### config.mk
export PLATFORM = sky130hd
export DESIGN_NAME = epio_ports
export DESIGN_NICKNAME = d
export VERILOG_FILES = /design/src/rtl/epio_pkg.sv /design/src/rtl/epio_sync_if.sv /design/src/rtl/epio_pin_sync.sv /design/src/rtl/epio_ports.sv
export SDC_FILE = /design/constraint.sdc
export NUM_CORES = 1
export LEC_CHECK = 0
export ABC_AREA = 1
export BUFFER_PORTS_ARGS = -buffer_cell sky130_fd_sc_hd__buf_2
export CORE_ASPECT_RATIO = 1.25
export CORE_MARGIN = 5
export CORE_UTILIZATION = 43
export CTS_BUF_LIST = sky130_fd_sc_hd__clkbuf_16
export CTS_CLUSTER_SIZE = 28
export DETAILED_ROUTE_END_ITERATION = 6
export PLACE_DENSITY = 0.85
export SLEW_MARGIN = 15
export SYNTH_ARGS = -nofsm -noshare
export SYNTH_HDL_FRONTEND = slang
export SYNTH_HIERARCHICAL = 1
export SYNTH_SLANG_ARGS = --single-unit
### constraint.sdc
create_clock -name mclk -period 0.84 [get_ports mclk]
set_input_delay 0 -clock mclk [delete_from_list [all_inputs] [get_ports mclk]]
set_output_delay 0 -clock mclk [all_outputs]
set_load 0.01 [all_outputs]
### src/rtl/epio_pkg.sv
// Package: register map, port bit positions and reset values for the emulated ports
package epio_pkg;
  // ---------------------------------------------------------------
  // Register addresses (I/O space)
  // ---------------------------------------------------------------
  localparam logic [31:0] EPIO_ADDR_PORT_C = 32'h0000_0844;
  localparam logic [31:0] EPIO_ADDR_PORT_B = 32'h0000_0845;
  localparam logic [31:0] EPIO_ADDR_PORT_A = 32'h0000_0846;
  localparam logic [31:0] EPIO_ADDR_CTRL = 32'h0000_0847;
  // ---------------------------------------------------------------
  // Bit positions
  // ---------------------------------------------------------------
  localparam int EPIO_POS_BOARD_FAIL = 6;
  localparam int EPIO_POS_ABORT = 7;
  localparam int EPIO_POS_TYPE0 = 2;
  localparam int EPIO_POS_TYPE1 = 3;
  // ---------------------------------------------------------------
  // Reset values
  // ---------------------------------------------------------------
  localparam logic EPIO_RST_BOARD_FAIL = 1'b0;
  localparam logic [7:0] EPIO_RST_CTRL = 8'h00;
  localparam logic [2:0] EPIO_RST_SYNC = 3'h7;
  localparam logic EPIO_RST_STABLE = 1'b1;
  localparam logic [7:0] EPIO_RST_RDATA = 8'h00;
  // ---------------------------------------------------------------
  // Register select
  // ---------------------------------------------------------------
  typedef enum logic [2:0] {
    EPIO_SEL_NONE = 3'b000,
    EPIO_SEL_C = 3'b001,
    EPIO_SEL_B = 3'b010,
    EPIO_SEL_A = 3'b011,
    EPIO_SEL_CTRL = 3'b100
  } epio_sel_t;
endpackage : epio_pkg

### src/rtl/epio_sync_if.sv
// Interface: pin synchroniser bundle between top and synchroniser
`timescale 1ns/100ps
interface epio_sync_if;
  logic [2:0] pins_raw;
  logic [2:0] pins_stable;
  modport owner (output pins_raw, input pins_stable);
  modport sync (input pins_raw, output pins_stable);
endinterface : epio_sync_if

### src/rtl/epio_pin_sync.sv
// Three-stage synchroniser with agreement filter for the input pins
`timescale 1ns/100ps
module epio_pin_sync
  import epio_pkg::*;
(
  input wire logic mclk,
  input wire logic rst_n,
  epio_sync_if.sync sif
);
  // ---------------------------------------------------------------
  // Synchroniser chain per pin
  // ---------------------------------------------------------------
  genvar gi;
  generate
    for (gi = 0; gi < 3; gi++) begin : g_pin
      logic [2:0] stage_r;
      logic [2:0] stage_nxt;
      logic stable_r;
      logic stable_nxt;
      // Shift and accept a change once stages two and three agree
      always_comb begin
        stage_nxt = {stage_r[1:0], sif.pins_raw[gi]};
        stable_nxt = (stage_r[1] == stage_r[2]) ? stage_r[2] : stable_r;
      end
      // Register stage
      always_ff @(posedge mclk) begin
        if (!rst_n) begin
          stage_r <= EPIO_RST_SYNC;
          stable_r <= EPIO_RST_STABLE;
        end else begin
          stage_r <= stage_nxt;
          stable_r <= stable_nxt;
        end
      end
      assign sif.pins_stable[gi] = stable_r;
    end
  endgenerate
endmodule : epio_pin_sync

### src/rtl/epio_ports.sv
// Emulated parallel I/O ports: register decode, fixed-direction port bits
`timescale 1ns/100ps
module epio_ports
  import epio_pkg::*;
(
  input wire logic mclk,
  input wire logic rst_n,
  input wire logic [31:0] io_addr,
  input wire logic io_rd,
  input wire logic io_wr,
  input wire logic [7:0] io_wdata,
  output logic [7:0] io_rdata,
  output logic io_hit,
  input wire logic abort_n,
  input wire logic module_type_bit0,
  input wire logic module_type_bit1,
  output logic board_fail_out
);
  // ---------------------------------------------------------------
  // Pin synchronisation
  // ---------------------------------------------------------------
  epio_sync_if sif ();
  assign sif.pins_raw = {module_type_bit1, module_type_bit0, abort_n};
  epio_pin_sync u_sync (
    .mclk(mclk),
    .rst_n(rst_n),
    .sif(sif.sync)
  );

  // ---------------------------------------------------------------
  // Address decode
  // ---------------------------------------------------------------
  epio_sel_t sel;
  // Map the four addresses; anything else is not ours
  always_comb begin
    case (io_addr)
      EPIO_ADDR_PORT_C: sel = EPIO_SEL_C;
      EPIO_ADDR_PORT_B: sel = EPIO_SEL_B;
      EPIO_ADDR_PORT_A: sel = EPIO_SEL_A;
      EPIO_ADDR_CTRL: sel = EPIO_SEL_CTRL;
      default: sel = EPIO_SEL_NONE;
    endcase
  end
  assign io_hit = (sel != EPIO_SEL_NONE);

  // ---------------------------------------------------------------
  // Writable state
  // ---------------------------------------------------------------
  logic fail_r;
  logic fail_nxt;
  logic [7:0] ctrl_r;
  logic [7:0] ctrl_nxt;
  // Only port A bit 6 and the control byte take writes
  always_comb begin
    fail_nxt = fail_r;
    ctrl_nxt = ctrl_r;
    if (io_wr && sel == EPIO_SEL_A) begin
      fail_nxt = io_wdata[EPIO_POS_BOARD_FAIL];
    end
    if (io_wr && sel == EPIO_SEL_CTRL) begin
      ctrl_nxt = io_wdata;
    end
  end
  // Register stage
  always_ff @(posedge mclk) begin
    if (!rst_n) begin
      fail_r <= EPIO_RST_BOARD_FAIL;
      ctrl_r <= EPIO_RST_CTRL;
    end else begin
      fail_r <= fail_nxt;
      ctrl_r <= ctrl_nxt;
    end
  end
  assign board_fail_out = fail_r;

  // ---------------------------------------------------------------
  // Read data
  // ---------------------------------------------------------------
  logic [7:0] rdata_r;
  logic [7:0] rdata_nxt;
  // Input bits reflect pins only; control holds no direction bits
  always_comb begin
    rdata_nxt = rdata_r;
    if (io_rd) begin
      rdata_nxt = 8'h00;
      case (sel)
        EPIO_SEL_A: rdata_nxt[EPIO_POS_BOARD_FAIL] = fail_r;
        EPIO_SEL_B: rdata_nxt[EPIO_POS_ABORT] = sif.pins_stable[0];
        EPIO_SEL_C: begin
          rdata_nxt[EPIO_POS_TYPE0] = sif.pins_stable[1];
          rdata_nxt[EPIO_POS_TYPE1] = sif.pins_stable[2];
        end
        EPIO_SEL_CTRL: rdata_nxt = ctrl_r;
        default: rdata_nxt = 8'h00;
      endcase
    end
  end
  // Register stage; read data change only when a read is presented
  always_ff @(posedge mclk) begin
    if (!rst_n) begin
      rdata_r <= EPIO_RST_RDATA;
    end else begin
      rdata_r <= rdata_nxt;
    end
  end
  assign io_rdata = rdata_r;

  // ---------------------------------------------------------------
  // Checks: writes
  // ---------------------------------------------------------------
  // A port A write sets the lamp from bit 6
  property p_fail_write;
    @(posedge mclk) disable iff (!rst_n)
      (io_wr && io_addr == EPIO_ADDR_PORT_A) |=>
        (board_fail_out == $past(io_wdata[EPIO_POS_BOARD_FAIL]));
  endproperty
  a_fail_write: assert property (p_fail_write) else $error("board fail not written");
  // Lamp holds between port A writes
  property p_fail_hold;
    @(posedge mclk) disable iff (!rst_n)
      !(io_wr && io_addr == EPIO_ADDR_PORT_A) |=> $stable(board_fail_out);
  endproperty
  a_fail_hold: assert property (p_fail_hold) else $error("board fail changed");

  // ---------------------------------------------------------------
  // Checks: reads and decode
  // ---------------------------------------------------------------
  // Port B shows the filtered abort pin in bit 7
  property p_read_b;
    @(posedge mclk) disable iff (!rst_n)
      (io_rd && io_addr == EPIO_ADDR_PORT_B) |=>
        (io_rdata == {$past(sif.pins_stable[0]), 7'h00});
  endproperty
  a_read_b: assert property (p_read_b) else $error("port b read wrong");
  // Port C shows the module type code in bits 3 and 2
  property p_read_c;
    @(posedge mclk) disable iff (!rst_n)
      (io_rd && io_addr == EPIO_ADDR_PORT_C) |=>
        (io_rdata == {4'h0, $past(sif.pins_stable[2]), $past(sif.pins_stable[1]), 2'h0});
  endproperty
  a_read_c: assert property (p_read_c) else $error("port c read wrong");
  // Hit exactly on the four decoded addresses
  property p_decode;
    @(posedge mclk) disable iff (!rst_n)
      io_hit == (io_addr >= EPIO_ADDR_PORT_C && io_addr <= EPIO_ADDR_CTRL);
  endproperty
  a_decode: assert property (p_decode) else $error("decode wrong");

  // ---------------------------------------------------------------
  // Checks: control byte
  // ---------------------------------------------------------------
  // Control write, one idle cycle, then read returns the byte
  property p_ctrl_rb;
    @(posedge mclk) disable iff (!rst_n)
      (io_wr && io_addr == EPIO_ADDR_CTRL) ##1 !io_wr ##1
        (io_rd && io_addr == EPIO_ADDR_CTRL && !io_wr) |=> (io_rdata == $past(io_wdata, 3));
  endproperty
  a_ctrl_rb: assert property (p_ctrl_rb) else $error("control readback wrong");
  // Control writes never move a port bit
  property p_ctrl_no_fail;
    @(posedge mclk) disable iff (!rst_n)
      (io_wr && io_addr == EPIO_ADDR_CTRL) |=> $stable(board_fail_out);
  endproperty
  a_ctrl_no_fail: assert property (p_ctrl_no_fail) else $error("control moved port");
  // Reads outside the map return zero
  property p_unmapped;
    @(posedge mclk) disable iff (!rst_n)
      (io_rd && !io_hit) |=> (io_rdata == 8'h00);
  endproperty
  a_unmapped: assert property (p_unmapped) else $error("unmapped read nonzero");

  // ---------------------------------------------------------------
  // Checks: isolation and reset
  // ---------------------------------------------------------------
  // Port A reads show the lamp bit only
  property p_read_a;
    @(posedge mclk) disable iff (!rst_n)
      (io_rd && io_addr == EPIO_ADDR_PORT_A) |=>
        (io_rdata == {1'b0, $past(board_fail_out), 6'h00});
  endproperty
  a_read_a: assert property (p_read_a) else $error("port a read wrong");
  // Read data stand until the next read
  property p_rdata_hold;
    @(posedge mclk) disable iff (!rst_n)
      !io_rd |=> $stable(io_rdata);
  endproperty
  a_rdata_hold: assert property (p_rdata_hold) else $error("read data changed");
  // Writes outside the four addresses leave the lamp alone
  property p_unmapped_wr;
    @(posedge mclk) disable iff (!rst_n)
      (io_wr && !io_hit) |=> $stable(board_fail_out);
  endproperty
  a_unmapped_wr: assert property (p_unmapped_wr) else $error("unmapped write used");
  // Writes to the input ports change no output
  property p_input_wr;
    @(posedge mclk) disable iff (!rst_n)
      (io_wr && (io_addr == EPIO_ADDR_PORT_B || io_addr == EPIO_ADDR_PORT_C))
        |=> $stable(board_fail_out);
  endproperty
  a_input_wr: assert property (p_input_wr) else $error("input port write used");
  // A read alone never acts on port state
  property p_read_quiet;
    @(posedge mclk) disable iff (!rst_n)
      (io_rd && !io_wr) |=> $stable(board_fail_out);
  endproperty
  a_read_quiet: assert property (p_read_quiet) else $error("read changed the lamp");
  // Control byte changes only on its own write
  property p_ctrl_hold;
    @(posedge mclk) disable iff (!rst_n)
      !(io_wr && io_addr == EPIO_ADDR_CTRL) |=> $stable(ctrl_r);
  endproperty
  a_ctrl_hold: assert property (p_ctrl_hold) else $error("control changed");
  // Reset clears the lamp and the read data
  property p_reset_values;
    @(posedge mclk)
      !rst_n |=> (board_fail_out == EPIO_RST_BOARD_FAIL && io_rdata == EPIO_RST_RDATA);
  endproperty
  a_reset_values: assert property (p_reset_values) else $error("reset values wrong");
endmodule : epio_ports

Word level (Yosys, flattened, before mapping)
Index checks and enable logic that the tools add are counted.
{"block": "totals", "regBits": 29, "in_bits": 47, "out_inout_bits": 10, "wordCells": 29}
{"block": "op_classes", "n_eq_ne": 11, "n_mux": 6, "n_reduce_logical": 3}
{"operator": "32-bit by 12-bit == test with 1-bit output (second input constant)", "count": 4}
{"operator": "3-bit one-hot mux with 4 select lines", "count": 1}
{"operator": "3-bit by 2-bit == test with 1-bit output (second input constant)", "count": 2}
{"operator": "2-bit two-way mux", "count": 2}
{"operator": "1-bit one-hot mux with 2 select lines", "count": 2}
{"operator": "2-bit one-hot mux with 2 select lines", "count": 1}
{"operator": "1-bit == test", "count": 3}
{"operator": "3-bit by 1-bit == test with 1-bit output (second input constant)", "count": 1}
{"operator": "3-bit == test (second input constant)", "count": 1}
{"operator": "3-bit nonzero test", "count": 1}
{"operator": "1-bit logical AND", "count": 2}

Depth between registers and ports, before layout
{"block": "logic_depth", "ltp_word": 4, "ltp_mapped": 10, "ltp_nobuf": 10}

By module
The synthesis kept the hierarchy.
{"module": "epio_ports", "n_inst": 1, "cells_per_inst": 162, "area_per_inst_um2": 1007.2, "seq_area_each_um2": 340.3}
{"module": "epio_pin_sync", "n_inst": 1, "cells_per_inst": 55, "area_per_inst_um2": 422.9, "seq_area_each_um2": 240.2}

Worst setup path before layout
No wires, ideal clock.
{"block": "synth_timing", "kind": "input to register", "startpoint": "input io_addr[31]", "endpoint": "register ctrl_r[4]", "setup_time_ps": 66, "t_arrival_ps": 841, "t_required_ps": 774, "path_slack_ps": -67, "stages": 9, "path_buffers": 0, "cell_sequence": "nor2_1 nand2_1 nor2_2 nand2_2 nor2_8 nand2_8 clkinv_8 nand2_1 a21oi_2"}
{"block": "synth_via", "elab_chain_len": 4, "word_cells_on_any_way": 7, "classes_between": "5 x eq/ne; 1 x mux; 1 x reduce/logical"}
{"item": "from (decl)", "line": "epio_ports.sv:8", "rtl": "input wire logic [31:0] io_addr,"}
{"item": "32-bit by 12-bit == test with 1-bit output", "line": "epio_ports.sv:36", "rtl": "case (io_addr)"}
{"item": "3-bit one-hot mux with 4 select lines *", "line": "epio_ports.sv:36"}
{"item": "3-bit == test *", "line": "epio_ports.sv:60", "rtl": "if (io_wr && sel == EPIO_SEL_CTRL) begin"}
{"item": "1-bit logical AND *", "line": "epio_ports.sv:60"}
{"item": "to (signal assigned)", "line": "epio_ports.sv:71", "rtl": "ctrl_r <= ctrl_nxt;"}
{"item": "to (decl)", "line": "epio_ports.sv:51", "rtl": "logic [7:0] ctrl_r;"}
Every way passes the cells marked *; elsewhere a longest branch is shown, timed or not.
A chain may end at the register's enable or synchronous reset.

Final worst setup path
{"block": "layout_timing", "startpoint": "input io_addr[9]", "endpoint": "register ctrl_r[5]"}
The elaborated chain is that of the path after synthesis.

==> run_results.csv <==
group,metric,value,unit
run_status,status,"complete, but fails checks",
run_status,violations,"negative setup slack",
drt,num_vias,1600,
sta,worst_pin_slew,478.7,ps
drt,vias_per_cell,4.834,
floorplan,die_w,61.58,um
synth,ys_seq_area_frac,0.4059,
setup_path,cp-end-kind,"register",
hold_path,hp-class,"input pin to register",
setup_path,reg2reg_from,"u_sync/g_pin[0].stable_r",
setup_path,cp_max_fo,8,
setup_path,slowest_stage,"nor2_8",
sta,setup_slack,-70.47,ps
power_and_ir_drop,p_per_area,1492,nW/um^2
placement,dpl.hpwl,2507,um
placement,placed_area,1788,sq um
final_layout,stdcell_count,331,
synth,synth_mux_area_frac,0,
sta,clock_skew,6.966,ps
synth,post_synth.cell_area_avg,6.590,sq um
power_and_ir_drop,switching_share,0.2285,
clocking,root_buffer,"clkbuf_16",
power_and_ir_drop,p_sw,798.3,uW
sta,relSlewSlack,0.6805,
drt,drtAntennaViolNets,0,
sta,max_freq,1.098,GHz
setup_path,path_cells,"buf_8 > nor2_4 > nand3_2 > nor2_4 > nand2_4 > nor2_8 > nand2_8 > clkinv_8 > nand2_1 > a21oi_1",
hold_path,hp-start,"rst_n",
setup_path,crit_type,"input pin to register",
clocking,clock_sink_count,29,
floorplan,start_util,0.4437,
final_layout,syn2layout_area_growth,63.69,%
clocking,cts_tree,"yes",
hold_path,hold_depth,3,
drt,drc,0,
drt,wl_per_cell,12.13,um
power_and_ir_drop,p_int,2.695,mW
setup_path,critPathMaxStageDelay,190,ps
clocking,clk_latency,280,ps
sta,drv_slew,0,
power_and_ir_drop,pwr-share-clk,0.467,
placement,gp_congestion,0.7674,
global_routing,grt_usage,0.1621,
floorplan,io_pins,57,
floorplan,coreArea,3223,sq um
clocking,clk_pin_slew,50,ps
setup_path,crit_top_cell,"nor2_4",
final_layout,drive_gt1_frac,0.4456,
sta,setup_violations,13,
sta,period_minus_slack,910.5,ps
floorplan,fp.dieH,74.48,um
setup_path,cp-start-kind,"input pin",
synth,syn_inst,217,
synth,syn_area,1430,sq um
floorplan,rows,23,
hold_path,hold_path_end,"io_rdata[3]",
sta,rsz0062_at_grt,"true",
power_and_ir_drop,sequentialPowerShare,0.408,
placement,port_buffers,56,
run,cap_violations,0,
global_routing,grt_overflow_total,0,
final_layout,final_nets,340,
synth,ys_warn_count,6,
floorplan,die-area,4586,sq um
setup_path,required,1030,ps
power_and_ir_drop,vdd_drop_max,1.522,mV
global_routing,grt_pass1_wl,5499,um
synth,synth_top_family_by_area,"simple AND/OR/NAND/NOR gates",
synth,synthXorXnorAreaFrac,0,
placement,dp.cells,310,
setup_path,ff2ff_path_depth,6,
clocking,clk_path_buf_depth,2,
synth,synth_cell_types,18,
clocking,numCtsBuffers,5,
synth,synth-simple-area-share,0.3727,
sta,hold_viol,0,
drt,drt_iter0_markers,55,
global_routing,antenna_found_initial,0,
final_layout,fill_cells,249,
synth,synth_fp_nets,264,
setup_path,ff2ff_setup_slack,50,ps
global_routing,grt_pass1_vias,1465,
setup_path,worst_r2r_endpoint,"io_rdata[7]",
drt,wl,4015,um
power_and_ir_drop,pwr-share-comb,0.125,
sta,post-route-period-util,1.084,
setup_path,arrival,1100,ps
global_routing,grt_max_degree,15,
power_and_ir_drop,leakagePower,1.219,nW
synth,synth_compound_area_frac,0.08924,
clocking,cts_htree_levels,2,
final_layout,antennaDiodeCount,0,
final_layout,fin_area,2341,sq um
drt,firstDrtPassIters,4,
synth,synthAdderAreaFrac,0,
synth,synth-seq-cells,29,
## repair_timing
item                                    in CTS  in global routing
endpoints found under the setup margin       2                 17
gates resized for setup                     13                 61
pin swaps                                    9                 24
buffers inserted                             1                  0
endpoints found under the hold margin       10                  1
gates cloned                                 0                  1
hold buffers                                10                  1
## power by group through the flow
stage,Sequential [mW],Combinational (mW),Clock [mW]
after global placement,1.45,0.292,0
after CTS,1.42,0.362,1.66
final,1.43,0.435,1.63
after global routing,1.43,0.482,1.75
after floorplan,1.46,0.125,0
after detailed placement,1.45,0.301,0
## per-layer routing
metal | track usage | up-vias | routed length [um]
met2 | 0.2945 | 55 | 2116
met3 | 0.05903 | 17 | 344
li1 | - | 811 | -
met4 | 0.08726 | 0 | 179
met5 | 0 | - | 0
met1 | 0.1525 | 717 | 1375
## critical path, delay by kind of cell
kind,cells,cell delay [ps]
and+or+nand+nor,7,770
AOI/OAI and AO/OA,1,130
buffers and inverters,2,190
## Yosys cell counts
library cell | number | area, sq um
a21oi_1 | 17 | 85.08
a21oi_2 | 1 | 8.760
buf_4 | 3 | 22.52
buf_6 | 1 | 11.26
clkbuf_1 | 2 | 7.510
clkinv_8 | 1 | 16.27
dfxtp_1 | 29 | 580.6
inv_1 | 35 | 131.4
nand2_1 | 63 | 236.5
nand2_2 | 3 | 18.77
nand2_8 | 1 | 20.02
nand3_1 | 10 | 50.05
nand4_1 | 3 | 18.77
nor2_1 | 35 | 131.4
nor2_2 | 6 | 37.54
nor2_8 | 1 | 20.02
o2111ai_1 | 1 | 8.760
o21ai_0 | 5 | 25.02
## how the worst max path moves through the flow
stage                      from     endpoint  slack, ps  cells past startpoint
floorplan           io_addr[17]    ctrl_r[4]        -60                      9
global placement    io_addr[13]    ctrl_r[4]       -240                     10
detailed placement  io_addr[15]  io_rdata[5]       -270                      9
CTS                 io_addr[23]       io_hit        -30                      8
global route         io_addr[3]    ctrl_r[1]       -160                     10
finish               io_addr[9]    ctrl_r[5]        -70                     10
## final cells by class
| cell class | count | area [sq um] | share of cell area |
|---|---|---|---|
| sequential | 29 | 580.6 | 0.2480 |
| clock buffer | 5 | 125.1 | 0.05345 |
| timing repair buffer | 74 | 520.5 | 0.2223 |
| tap | 37 | 46.29 | 0.01978 |
| inverter | 36 | 150.1 | 0.06414 |
| multi-input combinational | 147 | 905.9 | 0.3870 |
| clock inverter | 3 | 12.51 | 0.005345 |
## stage by stage
stage	hold WS, ps	TNS (ps)	setup WS [ps]	util	total power, mW
global route	64.59	-1306	-155.5	0.7263	3.661
global placement	167.8	-3798	-235.6	0.5547	1.742
CTS	9.653	-34.87	-26.49	0.6510	3.444
floorplan	84.82	-404.3	-55.23	-	1.580
detailed placement	173.2	-4285	-267.8	0.5547	1.751
finish	60.41	-346.5	-70.47	0.7263	3.493
## sequential cells by signal, indices dropped and copies added (netlist names)
| register | cells |
|---|---|
| ctrl_r | 8 |
| io_rdata | 8 |
| u_sync/g_pin.stable_r | 3 |
| u_sync/g_pin.stage_r | 9 |
| board_fail_out | 1 |
## logic make-up (layout without fill, tap and decap cells)
family / count (synthesis) / count (layout)
AND/OR/NAND/NOR: 122 / 123
buffers and inverters: 42 / 118
flip-flops: 29 / 29
AO/OA/AOI/OAI: 24 / 24
## placed cells by master, fill, tap and decap left out, drive strengths merged
cell type / count
nand2: 68
buf: 63
nor2: 42
inv: 35
dfxtp: 29
a21oi: 18
dlygate4sd3: 11
nand3: 10
o21ai: 5
clkbuf: 5
clkinv: 4
nand4: 3
o2111ai: 1
Note: power is estimated with default switching activity, not from simulation.
